`config.mk`:
```
export PLATFORM = sky130hd
export DESIGN_NAME = dmrc_ctrl
export DESIGN_NICKNAME = d
export VERILOG_FILES = /design/src/design/dmrc_pkg.sv /design/src/design/dmrc_ctrl.sv /design/src/design/dmrc_tick.sv
export SDC_FILE = /design/constraint.sdc
export NUM_CORES = 1
export LEC_CHECK = 0
export BUFFER_PORTS_ARGS = -buffer_cell sky130_fd_sc_hd__clkbuf_2
export CORE_ASPECT_RATIO = 1.25
export CORE_UTILIZATION = 52
export DETAILED_ROUTE_END_ITERATION = 12
export PLACE_DENSITY = 0.75
export SYNTH_ARGS = -nofsm -noshare
export SYNTH_HDL_FRONTEND = slang
export SYNTH_HIERARCHICAL = 1
export SYNTH_SLANG_ARGS = --single-unit
```
`constraint.sdc`:
```
create_clock -name CLK -period 2.14 [get_ports CLK]
set_input_delay 0.107 -clock CLK [delete_from_list [all_inputs] [get_ports CLK]]
set_output_delay 0.107 -clock CLK [all_outputs]
set_load 0.005 [all_outputs]
```
`src/design/dmrc_pkg.sv`:
```
package dmrc_pkg;

  // ==========================================================================
  // Clock and device timing
  localparam int CLK_PERIOD_NS  = 5;
  localparam int T_CPW_NS       = 35;
  localparam int T_CZ_NS        = 70;
  localparam int T_CNT_PER_NS   = 200;
  localparam int T_REFRESH_NS   = 2000000;
  localparam int REFRESH_ROWS   = 64;
  localparam int T_ROW_INT_NS   = T_REFRESH_NS / REFRESH_ROWS;
  localparam int CPW_CYC        = (T_CPW_NS + CLK_PERIOD_NS - 1)
                                  / CLK_PERIOD_NS;
  localparam int CZ_CYC         = (T_CZ_NS + CLK_PERIOD_NS - 1)
                                  / CLK_PERIOD_NS;
  localparam int CNT_PER_CYC    = (T_CNT_PER_NS + CLK_PERIOD_NS - 1)
                                  / CLK_PERIOD_NS;
  localparam int ROW_INT_CYC    = T_ROW_INT_NS / CLK_PERIOD_NS;
  localparam int SYNC_LAT       = 3;
  localparam int SETTLE_CYC     = CZ_CYC + SYNC_LAT;

  // ==========================================================================
  // Widths and field positions
  localparam int HALF_W         = 6;
  localparam int SYS_W          = 2 * HALF_W;
  localparam int ROW_LSB        = 0;
  localparam int COL_LSB        = HALF_W;
  localparam int TMR_W          = 16;
  localparam int CPW_W          = 4;
  localparam int INT_W          = 16;

  // ==========================================================================
  // Types
  typedef enum logic [2:0] {
    ST_IDLE,
    ST_ACC_ROW,
    ST_ACC_COL,
    ST_REF_CYC,
    ST_CNT_LOW,
    ST_SETTLE
  } dmrc_state_t;

  typedef struct packed {
    logic              refresh_en;
    logic              row_en;
    logic              count_n;
    logic [HALF_W-1:0] row_addr_in;
    logic [HALF_W-1:0] col_addr_in;
  } dmrc_dev_t;

  typedef struct packed {
    dmrc_state_t       st;
    logic [TMR_W-1:0]  timer;
    logic [CPW_W-1:0]  cpw;
    logic              cnt_sent;
    logic              ref_pend;
    logic              burst_pend;
    logic              burst_act;
    logic [2:0]        zsync;
    logic              zero_n;
    logic [SYS_W-1:0]  addr;
    dmrc_dev_t         dev;
    logic              ref_cycle;
    logic              mem_cycle;
    logic              acc_ack;
    logic              acc_done;
    logic              burst_done;
  } dmrc_ctl_t;

  typedef struct packed {
    logic [INT_W-1:0]  cnt;
    logic              tick;
  } dmrc_tick_st_t;

endpackage : dmrc_pkg

```
`src/design/dmrc_ctrl.sv`:
```
// Summary of operation
// - Sample the zero flag only after it settles past the count fall.
// - Refresh one row per period over 64, then pulse count.
// - Count may pulse inside a refresh cycle after address hold time.
// - Burst holds refresh select high, counting until zero flag low.
`timescale 1ns/100ps
`default_nettype none

module dmrc_ctrl
  import dmrc_pkg::*;
#(
  parameter int REF_INTERVAL = ROW_INT_CYC,
  parameter int REF_CYC_LEN  = CNT_PER_CYC,
  parameter int ROW_CYC_LEN  = 8,
  parameter int COL_CYC_LEN  = 8,
  parameter int T_HOLD_NS    = 20
) (
  input  wire logic             CLK,
  input  wire logic             RESET,
  input  wire logic [SYS_W-1:0] SYS_ADDR,
  input  wire logic             ACC_REQ,
  input  wire logic             BURST_REQ,
  input  wire logic             DIST_EN,
  input  wire logic             EARLY_COUNT,
  input  wire logic             ZERO_N,
  output dmrc_dev_t             DEV,
  output logic                  REF_CYCLE,
  output logic                  MEM_CYCLE,
  output logic                  ACC_ACK,
  output logic                  ACC_DONE,
  output logic                  BURST_DONE
);

  // ==========================================================================
  // Derived counts and elaboration checks
  localparam int HOLD_CYC = (T_HOLD_NS + CLK_PERIOD_NS - 1) / CLK_PERIOD_NS;

  // The refresh cycle itself spaces count pulses, so it must cover the
  // counter's maximum rate and leave room for an early pulse inside it.
  if (REF_CYC_LEN < CNT_PER_CYC || REF_CYC_LEN < HOLD_CYC + CPW_CYC + 2 ||
      REF_CYC_LEN >= (1 << TMR_W) || ROW_CYC_LEN < 1 ||
      COL_CYC_LEN < 1 || CPW_CYC >= (1 << CPW_W)) begin : g_chk
    $error("Controller timing parameters out of range.");
  end

  localparam logic [TMR_W-1:0] REF_LAST  = TMR_W'(REF_CYC_LEN - 1);
  localparam logic [TMR_W-1:0] ROW_LAST  = TMR_W'(ROW_CYC_LEN - 1);
  localparam logic [TMR_W-1:0] COL_LAST  = TMR_W'(COL_CYC_LEN - 1);
  localparam logic [TMR_W-1:0] SET_LAST  = TMR_W'(SETTLE_CYC - 1);
  localparam logic [TMR_W-1:0] HOLD_AT   = TMR_W'(REF_CYC_LEN - 1 - HOLD_CYC);
  localparam logic [CPW_W-1:0] CPW_LOAD  = CPW_W'(CPW_CYC);

  // ==========================================================================
  // Row interval divider
  logic tick;

  dmrc_tick #(
    .INTERVAL (REF_INTERVAL)
  ) u_tick (
    .CLK   (CLK),
    .RESET (RESET),
    .TICK  (tick)
  );

  // ==========================================================================
  // Sequencer
  dmrc_ctl_t r_reg;
  dmrc_ctl_t r_next;

  always_comb begin
    r_next            = r_reg;
    r_next.acc_ack    = 1'b0;
    r_next.acc_done   = 1'b0;
    r_next.burst_done = 1'b0;
    // Glitches on the flag are absorbed by requiring two stages to agree.
    r_next.zsync      = {r_reg.zsync[1:0], ZERO_N};
    if (r_reg.zsync[1] == r_reg.zsync[2]) begin
      r_next.zero_n = r_reg.zsync[2];
    end
    if (r_reg.cpw != '0) begin
      r_next.cpw = r_reg.cpw - 1'b1;
    end
    if (r_reg.timer != '0) begin
      r_next.timer = r_reg.timer - 1'b1;
    end
    unique case (r_reg.st)
      ST_IDLE: begin
        if (r_reg.burst_pend) begin
          r_next.burst_pend = 1'b0;
          r_next.burst_act  = 1'b1;
          r_next.st         = ST_REF_CYC;
          r_next.timer      = REF_LAST;
          r_next.cnt_sent   = 1'b0;
        end else if (r_reg.ref_pend) begin
          r_next.ref_pend = 1'b0;
          r_next.st       = ST_REF_CYC;
          r_next.timer    = REF_LAST;
          r_next.cnt_sent = 1'b0;
        end else if (ACC_REQ) begin
          r_next.addr    = SYS_ADDR;
          r_next.acc_ack = 1'b1;
          r_next.st      = ST_ACC_ROW;
          r_next.timer   = ROW_LAST;
        end
      end
      ST_ACC_ROW: begin
        if (r_reg.timer == '0) begin
          r_next.st    = ST_ACC_COL;
          r_next.timer = COL_LAST;
        end
      end
      ST_ACC_COL: begin
        if (r_reg.timer == '0) begin
          r_next.st       = ST_IDLE;
          r_next.acc_done = 1'b1;
        end
      end
      ST_REF_CYC: begin
        if (EARLY_COUNT && !r_reg.cnt_sent && r_reg.timer == HOLD_AT) begin
          r_next.cpw      = CPW_LOAD;
          r_next.cnt_sent = 1'b1;
        end
        if (r_reg.timer == '0) begin
          if (r_reg.cnt_sent) begin
            r_next.st    = ST_SETTLE;
            r_next.timer = SET_LAST;
          end else begin
            r_next.st  = ST_CNT_LOW;
            r_next.cpw = CPW_LOAD;
          end
        end
      end
      ST_CNT_LOW: begin
        if (r_reg.cpw == CPW_W'(1)) begin
          r_next.st    = ST_SETTLE;
          r_next.timer = SET_LAST;
        end
      end
      ST_SETTLE: begin
        if (r_reg.timer == '0 && r_reg.cpw == '0) begin
          if (r_reg.burst_act && r_reg.zero_n) begin
            r_next.st       = ST_REF_CYC;
            r_next.timer    = REF_LAST;
            r_next.cnt_sent = 1'b0;
          end else begin
            r_next.st = ST_IDLE;
            if (r_reg.burst_act) begin
              r_next.burst_act  = 1'b0;
              r_next.burst_done = 1'b1;
            end
          end
        end
      end
    endcase
    // Requests arriving while a pending flag is taken are kept.
    if (tick && DIST_EN) begin
      r_next.ref_pend = 1'b1;
    end
    if (BURST_REQ) begin
      r_next.burst_pend = 1'b1;
    end
    r_next.dev.refresh_en  = (r_next.st == ST_REF_CYC) ||
                             (r_next.st == ST_CNT_LOW) ||
                             (r_next.st == ST_SETTLE);
    r_next.dev.row_en      = (r_next.st != ST_ACC_COL);
    r_next.dev.count_n     = (r_next.cpw == '0);
    r_next.dev.row_addr_in = r_next.addr[ROW_LSB +: HALF_W];
    r_next.dev.col_addr_in = r_next.addr[COL_LSB +: HALF_W];
    r_next.ref_cycle       = (r_next.st == ST_REF_CYC);
    r_next.mem_cycle       = (r_next.st == ST_ACC_ROW) ||
                             (r_next.st == ST_ACC_COL);
  end

  always_ff @(posedge CLK) begin
    if (RESET) begin
      r_reg             <= '0;
      r_reg.st          <= ST_IDLE;
      r_reg.zsync       <= 3'h7;
      r_reg.zero_n      <= 1'b1;
      r_reg.dev.row_en  <= 1'b1;
      r_reg.dev.count_n <= 1'b1;
    end else begin
      r_reg <= r_next;
    end
  end

  assign DEV        = r_reg.dev;
  assign REF_CYCLE  = r_reg.ref_cycle;
  assign MEM_CYCLE  = r_reg.mem_cycle;
  assign ACC_ACK    = r_reg.acc_ack;
  assign ACC_DONE   = r_reg.acc_done;
  assign BURST_DONE = r_reg.burst_done;

  // ==========================================================================
  // Checks
  logic [7:0] since_fall;
  logic [7:0] ref_age;

  always_ff @(posedge CLK) begin
    if (RESET) begin
      since_fall <= 8'hff;
      ref_age    <= 8'h00;
    end else begin
      if (r_reg.dev.count_n && !r_next.dev.count_n) begin
        since_fall <= 8'h00;
      end else if (since_fall != 8'hff) begin
        since_fall <= since_fall + 8'h01;
      end
      ref_age <= r_next.ref_cycle ? ref_age + 8'h01 : 8'h00;
    end
  end
endmodule : dmrc_ctrl

`default_nettype wire

```
`src/design/dmrc_tick.sv`:
```
`timescale 1ns/100ps
`default_nettype none

module dmrc_tick
  import dmrc_pkg::*;
#(
  parameter int INTERVAL = ROW_INT_CYC
) (
  input  wire logic CLK,
  input  wire logic RESET,
  output logic      TICK
);

  // ==========================================================================
  // Interval divider
  if (INTERVAL < 2 || INTERVAL >= (1 << INT_W)) begin : g_chk
    $error("Interval out of range.");
  end

  localparam logic [INT_W-1:0] LAST = INT_W'(INTERVAL - 1);

  dmrc_tick_st_t r_reg;
  dmrc_tick_st_t r_next;

  always_comb begin
    r_next      = r_reg;
    r_next.tick = 1'b0;
    if (r_reg.cnt == LAST) begin
      r_next.cnt  = '0;
      r_next.tick = 1'b1;
    end else begin
      r_next.cnt = r_reg.cnt + 1'b1;
    end
  end

  always_ff @(posedge CLK) begin
    if (RESET) begin
      r_reg <= '0;
    end else begin
      r_reg <= r_next;
    end
  end

  assign TICK = r_reg.tick;

endmodule : dmrc_tick

`default_nettype wire

```
==> impl_metrics.csv, run 1 <==
group,metric,value,unit
run_status,status,"complete, but fails checks",
run_status,violations,"setup timing",
timing,max_slew_margin,0.655,
global_routing,antenna_found_initial,0,
place,hpwlAfterDp,5100,um
synth,synthTopCellsByArea,"dfxtp_1 40%, nor2_1 5.8%, a21oi_1 4.9%",
global_routing,grt_max_degree,28,
layout,largest_register_ffs,41,
setup_path,cpPeakStageDelay,0.53,ns
synth,netlist_area,3390,um^2
setup_path,crit_chain,"inv_4 > ha_4 > nor4b_4 > and4_4 > inv_4 > mux2i_4 > or4_4 > or2_1",
timing,fin_ws,-0.00722,ns
die,start_util,0.543,
timing,timing.final.crit_period,2.15,ns
timing,setup_viol,1,
setup_path,cp_top_family,"simple AND/OR/NAND/NOR gates",
synth,synth_top_area_share,0.401,
job,maxCapViolations,0,
setup_path,worst_setup_path_start_kind,"register",
clocking,clkTransAtPathRegs,0.07,ns
pwr,pwr-share-clk,0.159,
global_routing,overflow,0,
pwr,p_seq_frac,0.316,
timing,hold_violations,0,
synth,synth_seq_area_share,0.401,
clocking,clock-sinks,68,
clocking,clk_latency,0.34,ns
routing,drtAntennaViolNets,0,
routing,drt_iter0_drc,228,
routing,viasPerCell,5.50,
layout,syn_to_final_growth,22.1,%
routing,drtPass1Iterations,5,
synth,yosys.area.top_type,"dfxtp_1",
routing,post_drt_wl_per_cell,14.0,um
pwr,intPower,0.00359,W
setup_path,cp_max_fo,3,
global_routing,grt_pass1_vias,2938,
setup_path,crit_path_end_kind,"register",
synth,syn-num-nets,436,
layout,antenna_cells,0,
timing,min_period_over_period,1.00,
setup_path,crit_path_frequent_cell,"inv_4",
pwr,p_sw,0.00258,W
layout,nets,493,
synth,ys_ff_latch,68,
clocking,clk_path_buf_depth,2,
die,rows,32,
pwr,power,0.00618,W
timing,max_freq,0.466,GHz
synth,synth_common_cells,"68 x dfxtp_1, 52 x nor2_1, 39 x nand2_1",
pwr,powerDensity,1490,nW/um^2
synth,synthFlopType,"dfxtp_1",
pwr,swShare,0.418,
timing,drv_slew,0,
synth,synthCells,408,
setup_path,critPathArrivalTime,2.38,ns
die,io_pins,39,
clocking,tritoncts,"built",
setup_path,path_buf_inv,2,
routing,routed_wl,7750,um
pwr,vdd.ir_drop.worst,0.788,mV
synth,synth_edf_count,0,
routing,drc,0,
global_routing,grt_pass1_wl,12900,um
synth,yosysWarningCount,6,
clocking,cts_made_buffers,9,
routing,vias,3052,
synth,yosysUniqueCellTypes,53,
layout,drive_gt1_frac,0.245,
die,dieArea,6850,um^2
place,gp_congestion,0.855,
die,fp.coreArea,6250,um^2
layout,fin_util,0.663,
synth,synthMostInstantiatedCell,"dfxtp_1",
pwr,p_comb_frac,0.525,
timing,rsz0062_at_grt,"true",
clocking,ctsHtreeMaxLevel,3,
pwr,p_leak,1.64,nW
synth,ys_async_sr_fraction,0,
setup_path,slowest_stage,"or4_4",
die,die_height,92.3,um
setup_path,required,2.37,ns
timing,clock_skew,0.00875,ns
place,io_buffers,38,
die,die_x,74.3,um
synth,avgSynthCellArea,8.32,um^2
worst_hold_path,hold_path_class,"in2reg",
timing,worst_pin_slew,0.515,ns
place,pre_cts_slack,0.0441,ns
global_routing,track_usage,0.243,
clocking,root_buffer,"clkbuf_8",
setup_path,crit_type,"reg2reg",
-- final cells by class --
| type | instances | area, um^2 |
|---|---|---|
| clock buffers | 10 | 138 |
| clock inverters | 6 | 47.5 |
| fillers | 532 | 2100 |
| inverters | 12 | 52.6 |
| multi-input cells | 292 | 1860 |
| flip-flops and latches | 68 | 1370 |
| well taps | 85 | 106 |
| repair buffers | 82 | 567 |
-- power groups by stage --
stage / sequential [W] / clock, W / combinational [W]
2_1_floorplan: 0.00185 / 0 / 0.00219
3_3_place_gp: 0.00193 / 0 / 0.00279
3_5_place_dp: 0.00194 / 0 / 0.00283
4_1_cts: 0.00192 / 0.00100 / 0.00289
5_1_grt: 0.00199 / 0.00106 / 0.00359
6_report: 0.00195 / 0.000981 / 0.00325
-- worst register-to-register path, cell delays in order, from the launching register on --
cell and delay (ns):
dfxtp_4 0.36, inv_4 0.07, ha_4 0.12, nor4b_4 0.20
and4_4 0.29, inv_4 0.06, mux2i_4 0.18, or4_4 0.53
or2_1 0.24
-- timing repair --
action | in CTS | in global routing
pin swaps | 0 | 4
buffers inserted | 0 | 5
gates cloned | 0 | 1
hold buffers | 15 | 0
endpoints found under the setup margin | 1 | 20
hold endpoints to repair | 15 | 0
resized for setup | 1 | 23
-- final timing paths --
kind | cells past startpoint | to | slack [ns] | start
hold reg to reg | 1 | r_next[35] | 0.42 | r_next[34]
hold / removal | 2 | r_reg[44] | 0.1 | RESET
setup / recovery | 8 | DEV[13] | -0.007 | r_reg[44]
setup reg to reg | 8 | DEV[13] | -0.007 | r_reg[44]
-- through the flow --
stage	instances	cell area [um^2]	setup TNS, ns	hold slack, ns
4_1_cts	549	4010	0	0.0945
5_1_grt	555	4140	-0.509	0.148
3_3_place_gp	518	3660	0	0.293
6_report	555	4140	-0.00722	0.0982
2_1_floorplan	408	3410	-0.0353	0.179
3_5_place_dp	518	3660	0	0.295
-- layer usage --
| layer | vias to the layer above | track usage | share of wire |
|---|---|---|---|
| met5 | - | 0 | 0 |
| met1 | 1403 | 0.282 | 0.41 |
| met2 | 102 | 0.416 | 0.53 |
| met4 | 0 | 0.119 | 0.017 |
| li1 | 1532 | - | - |
| met3 | 15 | 0.0501 | 0.044 |
-- layout by cell type, fill, tap and decap left out, types with 3 or more instances in the layout --
| cell type | Yosys | final |
|---|---|---|
| a21oi_1 | 33 | 33 |
| a31oi_1 | 5 | 5 |
| and3_1 | 6 | 6 |
| buf_4 | 17 | 26 |
| clkbuf_2 | 0 | 38 |
| clkbuf_8 | 0 | 10 |
| clkinv_4 | 0 | 3 |
| dfxtp_1 | 68 | 66 |
| dlygate4sd3_1 | 0 | 15 |
| ha_1 | 9 | 7 |
| inv_1 | 11 | 8 |
| inv_4 | 0 | 3 |
| nand2_1 | 39 | 39 |
| nand2b_1 | 6 | 6 |
| nand3_1 | 11 | 11 |
| nand4_1 | 10 | 10 |
| nand4b_1 | 5 | 5 |
| nor2_1 | 52 | 52 |
| nor2_2 | 3 | 3 |
| nor3_1 | 14 | 13 |
| nor4_1 | 8 | 8 |
| nor4_2 | 3 | 3 |
| o21ai_0 | 11 | 10 |
| o31ai_1 | 4 | 3 |
| or2_2 | 3 | 3 |
| or3_1 | 5 | 5 |
| or4_1 | 4 | 3 |
| xnor2_1 | 15 | 15 |
| xor2_1 | 14 | 14 |
-- kinds of logic after synthesis --
logic type                 synth area share
buffers and inverters                0.0763
and+or+nand+nor                       0.284
adders and majority gates            0.0332
DFF                                   0.401
muxes                               0.00590
xor gates and xnor gates             0.0749
AOI/OAI and AO/OA                     0.125
Power figures use the tool's default switching activity.
==> run 2: changes to the inputs <==
Settings changed: SETUP_SLACK_MARGIN from default to 0.05.
==> run 2 against run 1 <==
Against the previous run: sequential power about the same; utilization up 0.58 points; design area up 0.88%; clock-buffer cell count unchanged; critical path depth down 2; the run still ends with setup timing left; fmax down 1.4%; hold slack better by 0.0060 ns; first-iteration DRC count down 17%; critical path type unchanged.
==> impl_metrics.csv, run 2 (same netlist as run 1, synthesis figures left out) <==
group,metric,value,unit
place,io_buffers,38,
worst_hold_path,hold_path_class,"in2reg",
layout,final_common_cell,"dfxtp_1",
timing,rsz0062_at_grt,"true",
clocking,root_buffer,"clkbuf_8",
die,rows,32,
setup_path,slowest_stage,"or4_4",
setup_path,cpPeakStageDelay,0.51,ns
setup_path,crit_type,"reg2reg",
layout,syn_to_final_growth,23.1,%
setup_path,r2r_start,"r_reg[48]",
die,fp.coreArea,6250,um^2
clocking,clkTransAtPathRegs,0.07,ns
routing,drt_iter0_drc,190,
place,dp_cells,518,
timing,drv_slew,0,
routing,drc,0,
setup_path,cp_max_fo,4,
job,maxCapViolations,0,
clocking,clock-sinks,68,
place,dpl_cell_area,3660,um^2
timing,timing.hold.ws,0.104,ns
pwr,p_seq_frac,0.308,
die,die_x,74.3,um
layout,nets,499,
layout,finalNonFillerCells,561,
timing,hold_violations,0,
global_routing,overflow,0,
timing,worst_pin_slew,0.524,ns
clocking,tritoncts,"built",
pwr,swShare,0.420,
pwr,intPower,0.00366,W
layout,drive_gt1_frac,0.261,
timing,max_freq,0.459,GHz
layout,fin_area,4180,um^2
setup_path,worst_setup_path_start_kind,"register",
routing,routed_wl,8100,um
setup_path,crit_path_end_kind,"register",
setup_path,required,2.37,ns
setup_path,crit_chain,"nor4_2 > and4_4 > inv_4 > o21a_1 > or4_4 > or2_1",
pwr,p_comb_frac,0.536,
die,die_height,92.3,um
pwr,vdd.ir_drop.worst,0.810,mV
die,io_pins,39,
run_status,violations,"setup timing",
timing,fin_ws,-0.0382,ns
layout,antenna_cells,0,
layout,largest_register_ffs,41,
routing,drtAntennaViolNets,0,
clocking,clk_latency,0.35,ns
global_routing,grt_pass1_wl,13000,um
timing,max_slew_margin,0.650,
worst_hold_path,hp-start,"RESET",
routing,drtPass1Iterations,4,
global_routing,grt_pass1_vias,2956,
die,dieArea,6850,um^2
clocking,clk_path_buf_depth,2,
global_routing,antenna_found_initial,0,
timing,timing.final.crit_period,2.18,ns
clocking,cts_made_buffers,9,
place,gp_congestion,0.855,
global_routing,grt_max_degree,28,
pwr,powerDensity,1510,nW/um^2
routing,viasPerCell,5.52,
run_status,status,"complete, but fails checks",
pwr,pwr-share-clk,0.156,
clocking,ctsHtreeMaxLevel,3,
pwr,p_leak,1.67,nW
pwr,p_sw,0.00265,W
timing,min_period_over_period,1.02,
setup_path,critPathArrivalTime,2.41,ns
routing,vias,3098,
global_routing,track_usage,0.244,
place,hpwlAfterDp,5100,um
routing,post_drt_wl_per_cell,14.4,um
setup_path,cp-startpoint,"r_reg[48]",
layout,layout_common_cells,"66 x dfxtp_1, 52 x nor2_1, 39 x nand2_1",
timing,clock_skew,0.00782,ns
die,start_util,0.543,
timing,setup_viol,1,
pwr,power,0.00631,W
==> run 2: changes by cell type in the layout (fill, tap and decap cells not counted), sizes merged <==
| cell | before | now |
|---|---|---|
| buf | 29 | 35 |
==> run 2: cell type report <==
class,instances,area (um^2)
multi-input cells,292,1860
inverters,12,47.5
fillers,531,2070
clock inverters,6,47.5
clock buffers,10,138
repair buffers,88,612
well taps,85,106
flip-flops and latches,68,1360
==> run 2: power by group through the flow <==
stage	registers, W	logic, W	clock network, W
5_1_grt	0.00198	0.00372	0.00106
6_report	0.00194	0.00338	0.000984
3_3_place_gp	0.00193	0.00279	0
4_1_cts	0.00192	0.00298	0.00100
3_5_place_dp	0.00194	0.00283	0
2_1_floorplan	0.00185	0.00219	0
==> run 2: metal layers <==
layer	track usage	vias up	share of wire
met2	0.419	69	0.52
met1	0.282	1458	0.42
met5	0	-	0
met3	0.0522	27	0.026
met4	0.119	0	0.032
li1	-	1544	-
==> run 2: worst max-delay path: cells and delay by family, from the launching register on <==
kind,cells,cell delay (ns)
AO/OA/AOI/OAI,1,0.19
flip-flops,1,0.35
buffers and inverters,1,0.05
AND/OR/NAND/NOR,4,1.48
==> run 2: final timing paths <==
check	slack, ns	endpoint	cells after the start
setup / recovery	-0.04	DEV[13]	6
hold / removal	0.10	r_reg[44]	2
setup reg to reg	-0.04	DEV[13]	6
hold reg to reg	0.42	r_next[35]	1
==> run 2: per-stage QoR <==
step           setup slack, ns  utilization  TNS [ns]
2_1_floorplan          -0.0353            -   -0.0353
4_1_cts                 0.0274        0.648         0
6_report               -0.0382        0.669   -0.0382
3_3_place_gp            0.0681        0.587         0
3_5_place_dp            0.0441        0.587         0
5_1_grt                -0.0692        0.669    -0.191
==> run 2: what timing repair did <==
item	4_1_cts	5_1_grt
setup endpoints to repair	1	21
hold buffers	15	0
endpoints found under the hold margin	15	0
gates cloned	0	1
pin swaps	2	6
gates resized for setup	2	20
setup buffers	5	7
==> run 3: changes to the inputs <==
Settings changed: CORE_UTILIZATION 52 to 39, PLACE_DENSITY 0.75 to default.
Clock period 2.14 ns to 2 ns, I/O delays scaled along.
==> run 3 against run 2 <==
Against the previous run: the flow still finishes with violations (setup timing); critical endpoint unchanged; critical path depth did not move; first-iteration DRC count fell by 23%; critical path type unchanged; combinational power rose by 21%; largest cell class unchanged; fmax rose by 2.3%.
==> impl_metrics.csv, run 3 (same netlist as run 1, synthesis figures left out) <==
group,metric,value,unit
timing,timing.final.crit_period,2.13,ns
pwr,swShare,0.405,
die,fp.coreArea,8330,um^2
layout,fin_area,4370,um^2
setup_path,r2r_cells,6,
global_routing,grt_max_degree,17,
global_routing,track_usage,0.184,
run_status,violations,"setup timing",
timing,worst_pin_slew,0.519,ns
setup_path,critPathArrivalTime,2.36,ns
worst_hold_path,whs_endpoint,"r_reg[38]",
clocking,clk_path_buf_depth,2,
place,gp_congestion,0.808,
global_routing,antenna_found_initial,0,
clocking,cts_made_buffers,9,
routing,vias,3123,
timing,max_freq,0.469,GHz
timing,max_slew_margin,0.653,
timing,fin_ws,-0.130,ns
pwr,intPower,0.00431,W
pwr,p_comb_frac,0.566,
pwr,powerDensity,1650,nW/um^2
pwr,vdd.ir_drop.worst,0.682,mV
global_routing,grt_pass1_vias,2937,
layout,final_common_cell,"dfxtp_1",
setup_path,crit_path_end_kind,"register",
setup_path,worst_setup_path_start_kind,"register",
job,maxCapViolations,0,
place,dpl_cell_area,3820,um^2
place,hpwlAfterDp,5450,um
layout,nets,518,
place,io_buffers,38,
clocking,tritoncts,"built",
die,dieArea,9080,um^2
setup_path,required,2.23,ns
clocking,clk_latency,0.35,ns
setup_path,r2r-end,"DEV[13]",
worst_hold_path,hold_path_class,"in2reg",
timing,clock_skew,0.00896,ns
clocking,ctsHtreeMaxLevel,3,
layout,antenna_cells,0,
setup_path,cp_max_fo,3,
timing,setup_viol,14,
worst_hold_path,hp-start,"DIST_EN",
layout,largest_register_ffs,41,
pwr,pwr-share-clk,0.160,
global_routing,overflow,0,
layout,syn_to_final_growth,28.8,%
layout,drive_gt1_frac,0.293,
setup_path,r2r_start,"r_reg[57]",
die,io_pins,39,
global_routing,grt_pass1_wl,13200,um
timing,rsz0062_at_grt,"true",
die,die_x,85.4,um
routing,drc,0,
routing,routed_wl,8320,um
setup_path,crit_type,"reg2reg",
pwr,p_leak,1.78,nW
die,die_height,106,um
run_status,status,"complete, but fails checks",
routing,post_drt_wl_per_cell,14.1,um
routing,viasPerCell,5.28,
pwr,p_seq_frac,0.274,
clocking,clkTransAtPathRegs,0.08,ns
routing,drt_iter0_drc,146,
layout,layout_common_cells,"66 x dfxtp_1, 53 x buf_4, 50 x nor2_1",
timing,drv_slew,0,
routing,drtPass1Iterations,4,
pwr,p_sw,0.00293,W
clocking,clock-sinks,68,
timing,min_period_over_period,1.07,
clocking,root_buffer,"clkbuf_8",
worst_hold_path,hold-path-cell-count,3,
timing,timing.hold.ws,0.00921,ns
die,rows,37,
routing,drtAntennaViolNets,0,
timing,hold_violations,0,
setup_path,rrSetupSlack,-0.13,ns
die,start_util,0.407,
==> run 3: cell count changes in the layout (fill, tap and decap cells not counted), sizes merged <==
cell,previous run,this run
inv,13,14
dlygate4sd3,15,14
clkinv,4,2
buf,35,55
bufinv,0,1
==> run 3: worst max path at each step <==
| stage | end | startpoint | slack [ns] | depth (start not counted) |
|---|---|---|---|---|
| 2_1_floorplan | DEV[13] | r_reg[44] | -0.17 | 10 |
| 3_5_place_dp | DEV[13] | r_reg[44] | -0.04 | 8 |
| 4_1_cts | DEV[13] | r_reg[44] | -0.07 | 8 |
| 5_1_grt | DEV[13] | r_reg[44] | -0.19 | 8 |
| 3_3_place_gp | DEV[13] | r_reg[44] | -0.01 | 8 |
| 6_report | DEV[13] | r_reg[57] | -0.13 | 6 |
==> run 3: power groups by stage <==
stage,clock [W],combinational [W],sequential (W)
final,0.00116,0.00410,0.00198
after global routing,0.00124,0.00448,0.00202
after CTS,0.00118,0.00351,0.00198
after detailed placement,0,0.00339,0.00201
after global placement,0,0.00338,0.00200
after floorplan,0,0.00238,0.00198
==> run 3: repair_timing <==
item	4_1_cts	5_1_grt
gates resized for setup	4	21
pin swaps	3	8
hold endpoints to repair	14	0
endpoints found under the setup margin	17	23
gates cloned	0	1
setup buffers	2	11
hold buffers	14	0
==> run 3: layer usage <==
metal | vias up | global-route usage | routed length (um)
met5 | - | 0 | 0
met4 | 0 | 0.0917 | 179
met3 | 16 | 0.0373 | 338
met2 | 61 | 0.315 | 4150
met1 | 1473 | 0.216 | 3650
li1 | 1573 | - | -
==> run 3: layout make-up <==
class / instances / area [um^2]
inverters: 12 / 45.0
well taps: 97 / 121
clock inverters: 6 / 72.6
clock buffers: 10 / 128
multi-input cells: 292 / 1890
fillers: 788 / 3960
repair buffers: 107 / 754
flip-flops and latches: 68 / 1360
==> run 3: per-stage QoR <==
stage	std cells	setup TNS (ns)	util	total power, W	setup slack [ns]
4_1_cts	580	-0.0780	0.503	0.00666	-0.0705
3_5_place_dp	548	-0.0627	0.459	0.00540	-0.0398
5_1_grt	592	-1.96	0.525	0.00775	-0.190
2_1_floorplan	408	-0.226	-	0.00436	-0.174
3_3_place_gp	548	-0.0108	0.459	0.00538	-0.0108
6_report	592	-0.473	0.525	0.00723	-0.130
==> run 3: critical path, stage by stage, from the launching register on <==
cell	delay [ns]
dfxtp_1	0.32
nor3_1	0.40
and4_4	0.32
inv_2	0.06
o21a_1	0.20
or4_4	0.48
or2_1	0.24
